## src/pwmtf_pkg.sv

```systemverilog
// package: register map, field positions and timing constants for the trigger/prescaler block
package pwmtf_pkg;
    // ------------------------------------------------------------
    // register indices (printed offsets are not word aligned)
    // ------------------------------------------------------------
    localparam logic [15:0] ROUTE_IDX    = 16'hf4da;
    localparam logic [15:0] SAMPLE_IDX   = 16'hf4db;
    localparam logic [15:0] DIVIDER_IDX  = 16'hf4dc;
    localparam logic [15:0] MODE_IDX     = 16'hf4dd;
    localparam logic [15:0] STATUS_IDX   = 16'hf4de;
    localparam int          ADDR_W       = 18;
    // ------------------------------------------------------------
    // field layout and reset values
    // ------------------------------------------------------------
    localparam logic [7:0]  ROUTE_MASK   = 8'h05;
    localparam logic [7:0]  SAMPLE_MASK  = 8'h33;
    localparam logic [7:0]  DIVIDER_MASK = 8'h07;
    localparam logic [7:0]  MODE_MASK    = 8'h07;
    localparam logic [7:0]  REG_RESET    = 8'h00;
    localparam int          ROUTE_EV0    = 0;
    localparam int          ROUTE_EV1    = 2;
    localparam int          SAMPLE_EV0   = 0;
    localparam int          SAMPLE_EV1   = 4;
    localparam int          MODE_COUPLED = 0;
    localparam int          MODE_DEAD    = 1;
    localparam int          MODE_ONESHOT = 2;
    localparam logic [2:0]  DIV_RESERVED = 3'h7;
    localparam logic [1:0]  SRC_OSC      = 2'h1;
    localparam logic [1:0]  RESP_OKAY    = 2'h0;
    localparam logic [1:0]  RESP_SLVERR  = 2'h2;
    // ------------------------------------------------------------
    // timing: filter lengths in sample clocks, filter and divider counter widths
    // ------------------------------------------------------------
    localparam int          LS_SAMPLES   = 2;
    localparam int          OSC_BASE     = 2;
    localparam int          FILT_CNT_W   = 5;
    localparam int          DIV_CNT_W    = 6;
endpackage

```

## src/pwmtf_top.sv

```systemverilog
// module: event routing, sampling filter and clock divider for one pwm channel pair member
// Notes on behaviour
// - route bit two picks second event pin
// - route bit zero picks first event pin
// - coupled mode uses partner route bits
// - second input filter 2/4/8/16 oscillator clocks
// - first input filter same encoding
// - non-oscillator source fixes two low-speed clocks
// - coupled mode uses partner sampling fields
// - divider codes give 1 to 64
// - code 111 acts as undivided
// - coupled mode uses partner divider field
// - single repeat: channel runs continuously alone
// - single one-shot: one period then stops
// - coupled repeat: channels count together
// - coupled one-shot: single shared period
// - dead-time select enables dead-time insertion in coupled mode only
// - four start modes, two routable inputs
// - sample on oscillator else low-speed clock
//
// The implementer's own choice: the AXI4-Lite register port.
module pwmtf_top (
    input  wire logic        sys_clk,
    input  wire logic        reset_n,
    input  wire logic [17:0] s_axi_awaddr,
    input  wire logic        s_axi_awvalid,
    output logic             s_axi_awready,
    input  wire logic [31:0] s_axi_wdata,
    input  wire logic [3:0]  s_axi_wstrb,
    input  wire logic        s_axi_wvalid,
    output logic             s_axi_wready,
    output logic [1:0]       s_axi_bresp,
    output logic             s_axi_bvalid,
    input  wire logic        s_axi_bready,
    input  wire logic [17:0] s_axi_araddr,
    input  wire logic        s_axi_arvalid,
    output logic             s_axi_arready,
    output logic [31:0]      s_axi_rdata,
    output logic [1:0]       s_axi_rresp,
    output logic             s_axi_rvalid,
    input  wire logic        s_axi_rready,
    input  wire logic        first_event_pin_a,
    input  wire logic        first_event_pin_b,
    input  wire logic        second_event_pin_a,
    input  wire logic        second_event_pin_b,
    input  wire logic [7:0]  partner_route,
    input  wire logic [7:0]  partner_sampling,
    input  wire logic [2:0]  partner_divider,
    input  wire logic [1:0]  clock_source,
    input  wire logic        low_speed_tick,
    input  wire logic        oscillator_tick,
    input  wire logic        external_tick,
    input  wire logic        period_end,
    input  wire logic        run_request,
    output logic             first_event_filtered,
    output logic             second_event_filtered,
    output logic             channel_tick,
    output logic             channel_running,
    output logic             pair_joint_count,
    output logic             deadtime_active_en
);
    // ------------------------------------------------------------
    // register bus
    // ------------------------------------------------------------
    logic [7:0]  route, next_route;
    logic [7:0]  sampling, next_sampling;
    logic [7:0]  divider, next_divider;
    logic [7:0]  mode, next_mode;
    logic        bvalid, next_bvalid;
    logic [1:0]  bresp, next_bresp;
    logic        rvalid, next_rvalid;
    logic [1:0]  rresp, next_rresp;
    logic [31:0] rdata, next_rdata;
    logic        wr_go, rd_go;
    logic [15:0] wr_idx, rd_idx;
    logic [7:0]  wbyte;
    logic [7:0]  status;

    // both channels taken together keeps the slave stateless between beats
    assign wr_go         = s_axi_awvalid && s_axi_wvalid && !bvalid;
    assign rd_go         = s_axi_arvalid && !rvalid;
    assign s_axi_awready = wr_go;
    assign s_axi_wready  = wr_go;
    assign s_axi_arready = rd_go;
    assign s_axi_bvalid  = bvalid;
    assign s_axi_bresp   = bresp;
    assign s_axi_rvalid  = rvalid;
    assign s_axi_rresp   = rresp;
    assign s_axi_rdata   = rdata;
    assign wr_idx        = s_axi_awaddr[17:2];
    assign rd_idx        = s_axi_araddr[17:2];
    assign wbyte         = s_axi_wstrb[0] ? s_axi_wdata[7:0] : 8'h00;

    always_comb begin
        next_route    = route;
        next_sampling = sampling;
        next_divider  = divider;
        next_mode     = mode;
        next_bvalid   = bvalid && !s_axi_bready;
        next_bresp    = bresp;
        next_rvalid   = rvalid && !s_axi_rready;
        next_rresp    = rresp;
        next_rdata    = rdata;
        if (wr_go) begin
            next_bvalid = 1'b1;
            next_bresp  = pwmtf_pkg::RESP_OKAY;
            if (s_axi_wstrb[0]) begin
                unique case (wr_idx)
                    pwmtf_pkg::ROUTE_IDX:   next_route    = wbyte & pwmtf_pkg::ROUTE_MASK;
                    pwmtf_pkg::SAMPLE_IDX:  next_sampling = wbyte & pwmtf_pkg::SAMPLE_MASK;
                    pwmtf_pkg::DIVIDER_IDX: next_divider  = wbyte & pwmtf_pkg::DIVIDER_MASK;
                    pwmtf_pkg::MODE_IDX:    next_mode     = wbyte & pwmtf_pkg::MODE_MASK;
                    pwmtf_pkg::STATUS_IDX:  next_bresp    = pwmtf_pkg::RESP_OKAY;
                    default:                next_bresp    = pwmtf_pkg::RESP_SLVERR;
                endcase
            end
        end
        if (rd_go) begin
            next_rvalid = 1'b1;
            next_rresp  = pwmtf_pkg::RESP_OKAY;
            unique case (rd_idx)
                pwmtf_pkg::ROUTE_IDX:   next_rdata = {24'h00_0000, route};
                pwmtf_pkg::SAMPLE_IDX:  next_rdata = {24'h00_0000, sampling};
                pwmtf_pkg::DIVIDER_IDX: next_rdata = {24'h00_0000, divider};
                pwmtf_pkg::MODE_IDX:    next_rdata = {24'h00_0000, mode};
                pwmtf_pkg::STATUS_IDX:  next_rdata = {24'h00_0000, status};
                default: begin
                    next_rdata = 32'h0000_0000;
                    next_rresp = pwmtf_pkg::RESP_SLVERR;
                end
            endcase
        end
    end

    always_ff @(posedge sys_clk) begin
        if (!reset_n) begin
            route    <= pwmtf_pkg::REG_RESET;
            sampling <= pwmtf_pkg::REG_RESET;
            divider  <= pwmtf_pkg::REG_RESET;
            mode     <= pwmtf_pkg::REG_RESET;
            bvalid   <= 1'b0;
            bresp    <= 2'h0;
            rvalid   <= 1'b0;
            rresp    <= 2'h0;
            rdata    <= 32'h0000_0000;
        end else begin
            route    <= next_route;
            sampling <= next_sampling;
            divider  <= next_divider;
            mode     <= next_mode;
            bvalid   <= next_bvalid;
            bresp    <= next_bresp;
            rvalid   <= next_rvalid;
            rresp    <= next_rresp;
            rdata    <= next_rdata;
        end
    end

    // ------------------------------------------------------------
    // effective settings and pin routing
    // ------------------------------------------------------------
    logic       coupled;
    logic [7:0] eff_route, eff_sampling;
    logic [2:0] eff_div;
    logic       osc_src;
    logic       sample_tick, src_tick;
    logic [1:0] ev_raw;
    logic [1:0] ev_code [2];

    assign coupled      = mode[pwmtf_pkg::MODE_COUPLED];
    assign eff_route    = coupled ? partner_route : route;
    assign eff_sampling = coupled ? partner_sampling : sampling;
    assign eff_div      = coupled ? partner_divider : divider[2:0];
    assign ev_raw[0]    = eff_route[pwmtf_pkg::ROUTE_EV0] ? first_event_pin_b
                                                          : first_event_pin_a;
    assign ev_raw[1]    = eff_route[pwmtf_pkg::ROUTE_EV1] ? second_event_pin_b
                                                          : second_event_pin_a;
    assign ev_code[0]   = eff_sampling[pwmtf_pkg::SAMPLE_EV0 +: 2];
    assign ev_code[1]   = eff_sampling[pwmtf_pkg::SAMPLE_EV1 +: 2];
    assign osc_src      = (clock_source == pwmtf_pkg::SRC_OSC);
    assign sample_tick  = osc_src ? oscillator_tick : low_speed_tick;
    assign src_tick     = osc_src ? oscillator_tick
                        : (clock_source[1] ? external_tick : low_speed_tick);

    // ------------------------------------------------------------
    // sampling filters, one per event input
    // ------------------------------------------------------------
    logic [1:0] filt_out;
    generate
        for (genvar i = 0; i < 2; i++) begin : g_filt
            logic [pwmtf_pkg::FILT_CNT_W-1:0] cnt, next_cnt, need;
            logic                             stable, next_stable;
            always_comb begin
                // with the oscillator source code n requires 2^(n+1) agreeing samples, otherwise two
                need = osc_src ? pwmtf_pkg::FILT_CNT_W'(pwmtf_pkg::OSC_BASE << ev_code[i])
                               : pwmtf_pkg::FILT_CNT_W'(pwmtf_pkg::LS_SAMPLES);
                next_cnt    = cnt;
                next_stable = stable;
                if (sample_tick) begin
                    if (ev_raw[i] == stable) begin
                        next_cnt = '0;
                    end else if (cnt + 1'b1 >= need) begin
                        next_stable = ev_raw[i];
                        next_cnt    = '0;
                    end else begin
                        next_cnt = cnt + 1'b1;
                    end
                end
            end
            always_ff @(posedge sys_clk) begin
                if (!reset_n) begin
                    cnt    <= '0;
                    stable <= 1'b0;
                end else begin
                    cnt    <= next_cnt;
                    stable <= next_stable;
                end
            end
            assign filt_out[i] = stable;
        end
    endgenerate
    assign first_event_filtered  = filt_out[0];
    assign second_event_filtered = filt_out[1];

    // ------------------------------------------------------------
    // prescaler and run control
    // ------------------------------------------------------------
    logic [pwmtf_pkg::DIV_CNT_W-1:0] pre, next_pre, div_mask;
    logic                            tick, next_tick;
    logic                            running, next_running;

    always_comb begin
        // 111 falls back to no division
        div_mask = (eff_div == pwmtf_pkg::DIV_RESERVED) ? '0
                 : pwmtf_pkg::DIV_CNT_W'((7'h01 << eff_div) - 7'h01);
        next_pre  = pre;
        next_tick = 1'b0;
        if (src_tick) begin
            if ((pre & div_mask) == div_mask) begin
                next_pre  = '0;
                next_tick = 1'b1;
            end else begin
                next_pre = pre + 1'b1;
            end
        end
        next_running = running;
        if (run_request) begin
            next_running = 1'b1;
        end else if (period_end && mode[pwmtf_pkg::MODE_ONESHOT]) begin
            next_running = 1'b0;
        end
    end

    always_ff @(posedge sys_clk) begin
        if (!reset_n) begin
            pre     <= '0;
            tick    <= 1'b0;
            running <= 1'b0;
        end else begin
            pre     <= next_pre;
            tick    <= next_tick;
            running <= next_running;
        end
    end

    assign channel_tick       = tick;
    assign channel_running    = running;
    assign pair_joint_count   = coupled;
    assign deadtime_active_en = coupled && mode[pwmtf_pkg::MODE_DEAD];
    assign status             = {5'h00, running, filt_out[1], filt_out[0]};
endmodule

```

## config.mk

```make
export PLATFORM = sky130hd
export DESIGN_NAME = pwmtf_top
export DESIGN_NICKNAME = d
export VERILOG_FILES = /design/src/pwmtf_pkg.sv /design/src/pwmtf_top.sv
export SDC_FILE = /design/constraint.sdc
export NUM_CORES = 1
export LEC_CHECK = 0
export BUFFER_PORTS_ARGS = -buffer_cell sky130_fd_sc_hd__buf_4
export CORE_UTILIZATION = 45
export DETAILED_ROUTE_END_ITERATION = 8
export GPL_TIMING_DRIVEN = 0
export HOLD_SLACK_MARGIN = 0.06
export PLACE_DENSITY = 0.81
export SLEW_MARGIN = 20
export SYNTH_ARGS = -nofsm -noshare
export SYNTH_HDL_FRONTEND = slang
export SYNTH_SLANG_ARGS = --single-unit
```

## constraint.sdc

```tcl
create_clock -name sys_clk -period 2.9 [get_ports sys_clk]
set_clock_uncertainty 0.2 [all_clocks]
set_input_delay 0.87 -clock sys_clk [delete_from_list [all_inputs] [get_ports sys_clk]]
set_output_delay 0.87 -clock sys_clk [all_outputs]
set_load 0.005 [all_outputs]
```

* Word level (Yosys, flattened, before mapping)
Index checks and enable logic that the tools add are counted.
** Cells by class
- Add/sub/neg operators :: 4
- $lt $le $gt $ge :: 2
- Eq/ne operators :: 15
- Shift-type cells :: 3
- Mux-type cells :: 25
- Bitwise gates (word level) :: 3
- Reductions and logical operators :: 21
** Operators by type and width (count)
- == test 16 bit, second input constant :: 10
- 2-to-1 mux 5 bit :: 6
- case mux 6 bit (5 select lines) :: 1
- 2-to-1 mux 6 bit :: 3
- AND reduction 3 bit :: 6
- adder 5 x 1 -> 5 bit, second input constant :: 2
- greater-or-equal comparator 5 bit :: 2
- 2-to-1 mux 1 bit :: 10
- OR reduction 5 bit :: 2
- left shift 2 x 2 -> 5 bit, first input constant :: 2
- logical AND 1 bit :: 7
- adder 6 x 1 -> 6 bit, second input constant :: 1
- AND 6 bit :: 1
- == test 6 bit :: 1
- 2-to-1 mux 2 bit :: 3
- 2-to-1 mux 3 bit :: 2
- left shift 1 x 3 -> 6 bit, first input constant :: 1
- subtractor 6 x 1 -> 6 bit, second input constant :: 1
- zero test 1 bit :: 4
- == test 3 bit, second input constant :: 1
- == test 1 bit :: 2
- == test 2 x 1 -> 1 bit, second input constant :: 1
- inverter 1 bit :: 2
- AND reduction 2 bit :: 1
- nonzero test 2 bit :: 1
** Storage, ports and cells
- Flip-flop bits (word level) :: 70
- Input bits :: 109
- Logic and storage cells :: 89

* Logic depth before layout (Yosys ltp)
Gate-level depths: netlist of run 1.
- Word-level depth :: 7
- Mapped depth :: 12

* Least setup slack after synthesis of run 1
OpenSTA, ideal clock, no wires.
- Path type :: input to register
- Start point :: in clock_source[0]
- End point :: reg g_filt[1].cnt[1] in the netlist's numbering
- Library setup time :: 0.061 ns
- Data arrival time :: 2.420 ns
- Setup slack :: 0.220 ns
- Cell stages on the path :: 9
- Cell sequence :: nor2b_1 -> buf_2 -> o311a_1 -> ha_1 -> o21ai_0 -> a21oi_1 -> a211oi_1 -> and2_1 -> a32o_1
** On the way
- Cells in the longest elaborated chain, start to end :: 5
- Elaborated cells between the ends (all ways) :: 6
- Those cells by class :: 1 x order compare; 1 x eq/ne; 4 x mux
** RTL lines
- start, declared :: line pwmtf_top.sv:49 : input wire logic [1:0] clock_source,
- == test 2 x 1 -> 1 bit * :: line pwmtf_top.sv:180 : assign osc_src = (clock_source == pwmtf_pkg::SRC_OSC);
- 2-to-1 mux 5 bit :: line pwmtf_top.sv:195 : need = osc_src ? pwmtf_pkg::FILT_CNT_W'(pwmtf_pkg::OSC_BASE << ev_code[i])
- greater-or-equal comparator 5 bit :: line pwmtf_top.sv:202 : end else if (cnt + 1'b1 >= need) begin
- 2-to-1 mux 5 bit :: line pwmtf_top.sv:202
- 2-to-1 mux 5 bit :: line pwmtf_top.sv:200 : if (ev_raw[i] == stable) begin
- end signal, assigned :: line pwmtf_top.sv:215 : cnt <= next_cnt;
- end, declared :: line pwmtf_top.sv:191 : logic [pwmtf_pkg::FILT_CNT_W-1:0] cnt, next_cnt, need;
Every way passes the cells marked *; elsewhere a longest branch is shown, timed or not.
A chain may end at the register's enable or synchronous reset.

* Worst setup path in the final report of run 1
- Start point :: in clock_source[1]
- End point :: reg g_filt[1].cnt[4] in the netlist's numbering
Same word-level chain as after synthesis.

==> run metrics, run 1 <==
RSZ-0062 raised after global routing=false; DP HPWL=5300 um; Sw Pwr=0.326 mW; Post-synth top flop=dfxtp_1; worst rel slew slack=0.530; die area=6620 um^2; die width=81.4 um; Syn. warnings=0; final hold viol count=0; post-synthesis instance total=roughly 330; commonest non-fill, non-tap cell in the layout=buf_4; via/cell ratio=5.10; worst-margin pin slew=686 ps; sequential fraction of the synthesis area=0.289; commonest cells after routing, fill and taps aside=111 x buf_4, 44 x nand2_1, 41 x dfxtp_1; Yosys cell types=62; total CTS buffers=5; post-CTS setup buffer count=0; Die H=81.4 um; synthesis-to-layout area growth=33.3%; core area=5990 um^2; Final period util=0.930; post-route minimum period=between 2000 and 3000 ps; Clock transition at path regs=about 90 ps; port buffer count=81; Simple-Gate Fraction of Synth Area=0.246; GP Congestion=between 0.8 and 0.9; initial core utilization=0.473; switch share=0.236; Slew Viols, Final=0; DRT Pass-1 Iters=4; register bit count reported by yosys=41; # DRC=0; Synth Area in Compound Gates=0.159; worst skew pair latency=~300 ps; post-route ant nets=0; Worst Path Required=about 2900 ps; PwrDens=366 nW/um^2; Clock Tree Root=clkbuf_8; WP data arrival=2740 ps; async set-reset flop share out of synthesis=0; Synth top area share=0.289; Filler Cell Count=540; FMAX=between 0.3 and 0.4 GHz; P_leak=1.76 nW; post-synthesis adder-cell area fraction=0.0530; initial detailed-routing violation count=107; HP Class=reg -> reg; CTS tree=yes; area of the mapped netlist=2840 um^2; top cells by area, synth=dfxtp_1 29%, buf_4 7.9%, mux2i_1 7.1%; Sink Count=41; number of antenna violations at the first check in global routing=0; fin cells=roughly 520; Post-Route WL=6570 um; first-pass GRT wire length=10500 um; Nets=563; CP startpoint kind=input pin; mux cell area share after synthesis=0.0966; proportion of layout cells with a drive suffix above 1=0.325; Setup crit end kind=flop; vias=2641; outcome=finished clean; Clock Power Share=0.396; Comb pwr share=0.179; number of enable flip-flop cells after synthesis=0; Site Rows=28; biggest area consumer among synthesized cells=dfxtp_1; number of global-route vias before repair=2545; Seq pwr share=0.425; Int Pwr=1.06 mW; # setup viols final=0; # diodes=0; CP Max Fanout=9; syn avg cell area=~8.7 um^2; Cells after DPL=511; I/O pin cnt=156; DR WL/cell=12.7 um; largest net degree at the start of global routing=20; final hold slack=262 ps; Max-Cap Viols=0; Total GRT Usage=0.208; xor/xnor share of the synthesized area=0.0371; CP Class=in -> reg; largest family of logic cells by synthesized area=simple AND/OR/NAND/NOR gates; Max Root-Sink Buffers=2; remaining global-route overflow=0; depth of the CTS H-tree=2; IR drop worst, VDD=0.259 mV
==> synth_stat cells (all sizes together) (2+ instances only) <==
master and n:
nand2 44, dfxtp 41, buf 33, mux2i 21, nor2 17, a21oi 14, nand3 13, ha 12
o21ai 12, inv 11, nor3 9, xnor2 9, nand2b 7, a32o 6, clkbuf 6, mux2 5
nand4b 5, nor2b 5, and2 4, a22oi 3, nor3b 3, o211ai 3, xor2 3, a211oi 2
a311oi 2, a32oi 2, and3 2, and3b 2, nand3b 2, nand4 2, nor4b 2, o221a 2
o311a 2, o31ai 2
==> cells by family (layout without fill, tap and decap cells) <==
group | after synthesis | count (layout)
xor+xnor | 12 | 12
buf+inv | 51 | 139
compound gates | 60 | 60
simple gates | 124 | 124
fa+ha+maj | 12 | 12
mux | 26 | 26
flops | 41 | 41
other cells | 1 | 29
==> critical path, stage by stage <==
cell      delay (ps)
buf_4            120
nor2b_1          100
buf_2            220
o311a_1          220
ha_1             230
o21ai_0          190
a21oi_1          110
a211oi_2         290
and2_1           230
a32o_1           170
==> sequential cells by signal, indices dropped and copies added (netlist names) <==
name	count
s_axi_bresp	1
route	2
s_axi_rresp	1
g_filt.cnt	10
first_event_filtered	1
s_axi_bvalid	1
channel_tick	1
pre	6
mode	3
sampling	4
second_event_filtered	1
s_axi_rdata	5
s_axi_rvalid	1
channel_running	1
divider	3
==> repair_timing <==
item                                    4_1_cts  5_1_grt
gates resized for setup                       1        2
hold buffers                                  0        0
endpoints found under the setup margin        9        1
cloned                                        0        0
==> power by group through the flow <==
stage	logic, mW	registers, mW	clock network, mW
6_report	0.247	0.588	0.547
3_5_place_dp	0.244	0.601	0
5_1_grt	0.274	0.590	0.575
4_1_cts	0.246	0.588	0.553
2_1_floorplan	0.129	0.599	0
3_3_place_gp	0.241	0.600	0
==> through the flow <==
| stage | utilization | instance area [um^2] | total power [mW] | TNS, ps | setup WS [ps] |
|---|---|---|---|---|---|
| floorplan | - | 2940 | 0.729 | 0 | 220 |
| global placement | 0.608 | 3640 | 0.841 | -736 | -168 |
| detailed placement | 0.608 | 3640 | 0.845 | -1110 | -227 |
| CTS | 0.631 | 3780 | 1.39 | 0 | 224 |
| global route | 0.631 | 3780 | 1.44 | 0 | 11.3 |
| finish | 0.631 | 3780 | 1.38 | 0 | 203 |
==> cell type report <==
cell class	instances	area [um^2]	area share
multi-input combinational	263	1790	0.474
tap	75	93.8	0.0248
timing repair buffer	81	608	0.161
inverter	12	45.0	0.0119
clock buffer	5	68.8	0.0182
clock inverter	3	65.1	0.0172
sequential	41	821	0.217
buffer	38	287	0.0758
==> per-layer routing <==
metal  GRT usage  up-vias  wire length (um)
met5           0        -                 0
met4       0.104        0               178
met3      0.0472       15               492
met2       0.377      100              3240
met1       0.224     1184              2670
li1            -     1342                 -
==> path summary, 6_finish.rpt <==
path | depth (start not counted) | start | slack (ps) | to
hold reg to reg | 2 | s_axi_rdata[4] | 260 | s_axi_rdata[4]
setup reg to reg | 9 | mode[0] | 400 | channel_tick
hold / removal | 2 | s_axi_rdata[4] | 260 | s_axi_rdata[4]
setup / recovery | 10 | clock_source[1] | 200 | g_filt[1].cnt[4]
Note: power is estimated with default switching activity, not from simulation.
==> run 2: changes to the inputs <==
--- a/config.mk
+++ b/config.mk
@@ -6,11 +6,12 @@
 export NUM_CORES = 1
 export LEC_CHECK = 0
 export BUFFER_PORTS_ARGS = -buffer_cell sky130_fd_sc_hd__buf_4
-export CORE_UTILIZATION = 45
+export CORE_UTILIZATION = 46
+export CTS_BUF_LIST = sky130_fd_sc_hd__clkbuf_8
 export DETAILED_ROUTE_END_ITERATION = 8
 export GPL_TIMING_DRIVEN = 0
 export HOLD_SLACK_MARGIN = 0.06
-export PLACE_DENSITY = 0.81
+export PLACE_DENSITY = 0.82
 export SLEW_MARGIN = 20
 export SYNTH_ARGS = -nofsm -noshare
 export SYNTH_HDL_FRONTEND = slang
==> run 2 against run 1 <==
Effect of this change:
- maximum frequency shrank 0.43%
- routed wire length grew 3.0%
- sequential power is essentially flat
- die area shrank 2.1%
- flip-flop and latch count is the same
- register-to-register slack lost 150 ps
- global-route usage grew 1.0 points
- first-iteration DRC count grew 1.9%
- critical path type unchanged
- largest cell class unchanged
==> run metrics, run 2 (same netlist as run 1, synthesis figures left out) <==
Clock transition at path regs=around 80 ps; number of antenna violations at the first check in global routing=0; worst setup margin=between 150 and 200 ps; post-layout util=0.634; RSZ-0062 raised after global routing=false; Site Rows=28; Clock Tree Root=clkbuf_8; Final period util=0.934; worst rel slew slack=0.521; crit path cell chain=buf_4 > nor2b_1 > buf_2 > o311a_1 > ha_1 > o21ai_0 > a21oi_1 > a211oi_2 > buf_4 > and2_1 > a32o_1; core area=5920 um^2; Hold Path End=s_axi_rdata[5]; Reg2Reg Depth=12; CP startpoint kind=input pin; Tot Pwr=around 1.3 mW; P_leak=1.75 nW; Setup crit end kind=flop; DR WL/cell=around 13 um; DP HPWL=approximately 5400 um; CP max stage delay=~270 ps; worst-margin pin slew=698 ps; Largest Register=g_filt.cnt; # DRC=0; # diodes=0; cell area after layout=about 3800 um^2; Sink Count=41; FMAX=between 0.3 and 0.4 GHz; Total GRT Usage=0.218; Crit-path slowest cell=ha_1; largest net degree at the start of global routing=13; area post-placement=approximately 3600 um^2; flip-flop count of the largest register after layout=10; initial detailed-routing violation count=109; critical path's most frequent cell=buf_4; initial core utilization=0.479; CP Class=in -> reg; Cells after DPL=511; commonest cells after routing, fill and taps aside=112 x buf_4, 44 x nand2_1, 41 x dfxtp_1; depth of the CTS H-tree=2; CTS tree=yes; vias=2653; final hold slack=260 ps; final hold viol count=0; number of global-route vias before repair=2526; Worst Path Required=2890 ps; worst skew pair latency=roughly 300 ps; WP data arrival=around 2700 ps; commonest non-fill, non-tap cell in the layout=buf_4; IR drop worst, VDD=0.234 mV; Hold Path Depth=2; Max Root-Sink Buffers=2; remaining global-route overflow=0; PwrDens=345 nW/um^2; die area=around 6500 um^2; DRT Pass-1 Iters=4; r2r endpoint=g_filt[1].cnt[1]; # setup viols final=0; total CTS buffers=5; proportion of layout cells with a drive suffix above 1=0.325; GP Congestion=between 0.8 and 0.9; worst r2r src=mode[0]; outcome=finished clean; Post-Route WL=6770 um; CP Max Fanout=9; Die H=80.5 um; I/O pin cnt=156; die width=~81 um; synthesis-to-layout area growth=32.5%; post-route ant nets=0; FF-to-FF setup slack=250 ps; Setup TNS=0 ps; post-route minimum period=2710 ps; Hold Buf Count CTS=0; HP Class=reg -> reg; first-pass GRT wire length=11000 um; Slew Viols, Final=0; fin cells=just over 500; pre-CTS setup slack=-238 ps; Max-Cap Viols=0; port buffer count=81; Hold Path Origin=s_axi_rdata[5]; via/cell ratio=about 5.1; Nets=564
[run 2: changes by cell type in the layout (fill, tap and decap cells not counted)]
cell,previous run,this run
buf_4,111,112
bufinv_16,2,1
[run 2: layout make-up]
cell class	instances	area, um^2
Sequential cell	41	821
Buffer	38	287
Multi-Input combinational cell	263	1790
Timing Repair Buffer	82	616
Tap cell	75	93.8
Fill cell	502	2160
Inverter	12	45.0
Clock buffer	5	68.8
Clock inverter	2	35.0
[run 2: critical path: cells and delay by family]
kind                     cells  cell delay [ps]
buffers and inverters        3              440
adder cells (fa/ha/maj)      1              270
AO/OA/AOI/OAI                5              810
AND/OR/NAND/NOR              2              290
[run 2: report_power, final]
part / total, mW / internal (mW) / switching (mW)
combinational: 0.253 / 0.140 / 0.112
clock: 0.456 / 0.250 / 0.205
sequential: 0.588 / 0.576 / 0.0118
[run 2: repair_timing]
| item | 4_1_cts | 5_1_grt |
|---|---|---|
| gates resized for setup | 2 | 0 |
| setup endpoints to repair | 8 | 12 |
| pin swaps | 0 | 1 |
| setup buffers | 0 | 1 |
[run 2: how the worst max path moves through the flow]
stage,start,to,slack (ps),cells past startpoint
finish,clock_source[0],g_filt[1].cnt[1],190,11
global placement,clock_source[1],g_filt[1].cnt[4],-180,10
global route,mode[0],g_filt[1].cnt[1],60,12
floorplan,clock_source[0],g_filt[1].cnt[1],220,9
detailed placement,clock_source[1],g_filt[1].cnt[1],-240,10
CTS,mode[0],g_filt[1].cnt[1],30,11
[run 2: metal layers]
metal | up-vias | part of all wire | global-route usage
li1 | 1345 | - | -
met1 | 1194 | 0.41 | 0.241
met2 | 101 | 0.50 | 0.404
met3 | 13 | 0.066 | 0.0477
met4 | 0 | 0.022 | 0.0786
met5 | - | 0 | 0
==> run 3: changes to the inputs <==
--- a/config.mk
+++ b/config.mk
@@ -12,6 +12,7 @@
 export GPL_TIMING_DRIVEN = 0
 export HOLD_SLACK_MARGIN = 0.06
 export PLACE_DENSITY = 0.82
+export RECOVER_POWER = 100
 export SLEW_MARGIN = 20
 export SYNTH_ARGS = -nofsm -noshare
 export SYNTH_HDL_FRONTEND = slang
==> run 3 against run 2 <==
Effect of this change:
- global-route usage did not move
- register-to-register slack lost 40 ps
- worst hold slack worse by 1.5 ps
- clock power about the same
- cell count did not move
- die area is the same
- setup slack worse by 24 ps
- design area is 2.1% lower
- critical path depth decreased by 2
- via count up 0.87%
- largest power group unchanged
==> run metrics, run 3 (same netlist as run 1, synthesis figures left out) <==
HP Class=reg -> reg; # diodes=0; Largest Register=g_filt.cnt; pre-CTS setup slack=-238 ps; Worst Path Required=approximately 3000 ps; Filler Cell Count=520; Setup crit end kind=flop; Post-Route WL=6780 um; CP Class=in -> reg; initial detailed-routing violation count=131; I/O pin cnt=156; FF-to-FF setup slack=210 ps; outcome=finished clean; Max Root-Sink Buffers=2; Hold Buf Count CTS=0; Max-Cap Viols=0; Setup TNS=0 ps; # setup viols final=0; largest net degree at the start of global routing=13; Tot Pwr=roughly 1.3 mW; post-layout util=0.621; CTS tree=yes; total CTS buffers=5; number of global-route vias before repair=between 2000 and 3000; final hold slack=258 ps; DP HPWL=5390 um; vias=2676; Multi-input gate area=1730 um^2; Reg2Reg Depth=12; initial core utilization=0.479; flip-flop count of the largest register after layout=10; register area=821 um^2; commonest non-fill, non-tap cell in the layout=buf_4; worst setup path end=channel_tick; DRT Pass-1 Iters=4; worst skew pair latency=300 ps; synthesis-to-layout area growth=29.7%; # DRC=0; worst-margin pin slew=700 ps; CP Max Fanout=7; Sink Count=41; Final period util=0.942; first-pass GRT wire length=11000 um; proportion of layout cells with a drive suffix above 1=0.302; GP Congestion=around 0.9; worst setup margin=between 150 and 200 ps; fin cells=518; Total GRT Usage=0.218; CP startpoint kind=input pin; number of antenna violations at the first check in global routing=0; port buffer count=81; via/cell ratio=5.17; WP data arrival=roughly 2800 ps; Nets=between 500 and 600; r2r endpoint=g_filt[1].cnt[1]; Die H=80.5 um; area post-placement=3640 um^2; Critical Path Start=partner_divider[2]; PwrDens=~350 nW/um^2; cell area after layout=3680 um^2; commonest cells after routing, fill and taps aside=90 x buf_4, 44 x nand2_1, 41 x dfxtp_1; post-route ant nets=0; worst r2r src=mode[0]; RSZ-0062 raised after global routing=false; Slew Viols, Final=0; Clock transition at path regs=80 ps; Hold Path Origin=s_axi_rdata[5]; die area=6480 um^2; die width=80.5 um; remaining global-route overflow=0; worst rel slew slack=0.520; depth of the CTS H-tree=2; DR WL/cell=13.1 um; FMAX=0.366 GHz; final hold viol count=0; IR drop worst, VDD=0.246 mV; P_leak=1.69 nW; core area=5920 um^2; post-route minimum period=2730 ps; Site Rows=28; Clock Tree Root=clkbuf_8; Cells after DPL=511
==> run 3: layer usage <==
| layer | track usage | wire, um | vias to the layer above |
|---|---|---|---|
| met5 | 0 | 0 | - |
| met4 | 0.0786 | 151 | 0 |
| met3 | 0.0477 | 448 | 13 |
| met2 | 0.404 | 3370 | 97 |
| met1 | 0.241 | 2810 | 1218 |
| li1 | - | - | 1348 |
==> run 3: worst max-delay path: stages <==
cell and delay (ps):
clkbuf_1 100, mux2_4 290, nor2_1 90, nand2_1 80, ha_1 310, a2bb2o_1 280, a221oi_1 220, o221a_1 370
and2_1 170
==> run 3: worst min-delay path by stage <==
stage | endpoint | slack [ps] | cells past startpoint
after floorplan | mode[1] | 240 | 2
after global placement | s_axi_rdata[5] | 240 | 2
after detailed placement | s_axi_rdata[5] | 250 | 2
after CTS | s_axi_rdata[5] | 260 | 2
after global routing | s_axi_rdata[5] | 290 | 2
final | s_axi_rdata[5] | 260 | 2
==> run 3: where the power goes <==
part	switching, mW	internal [mW]
clock network	0.202	0.250
registers	0.0116	0.576
logic	0.109	0.135
total	0.323	0.962
==> run 3: final cells by class <==
cell class                 count  area share
buffer                        38      0.0779
sequential                    41       0.223
clock buffer                   5      0.0187
multi-input combinational    263       0.470
inverter                      12      0.0122
timing repair buffer          82       0.163
clock inverter                 2     0.00953
tap                           75      0.0255
==> run 3: repair_timing <==
action,in CTS,in global routing
setup buffers,0,1
gates resized for setup,2,0
pin swaps,0,1
endpoints found under the setup margin,8,12
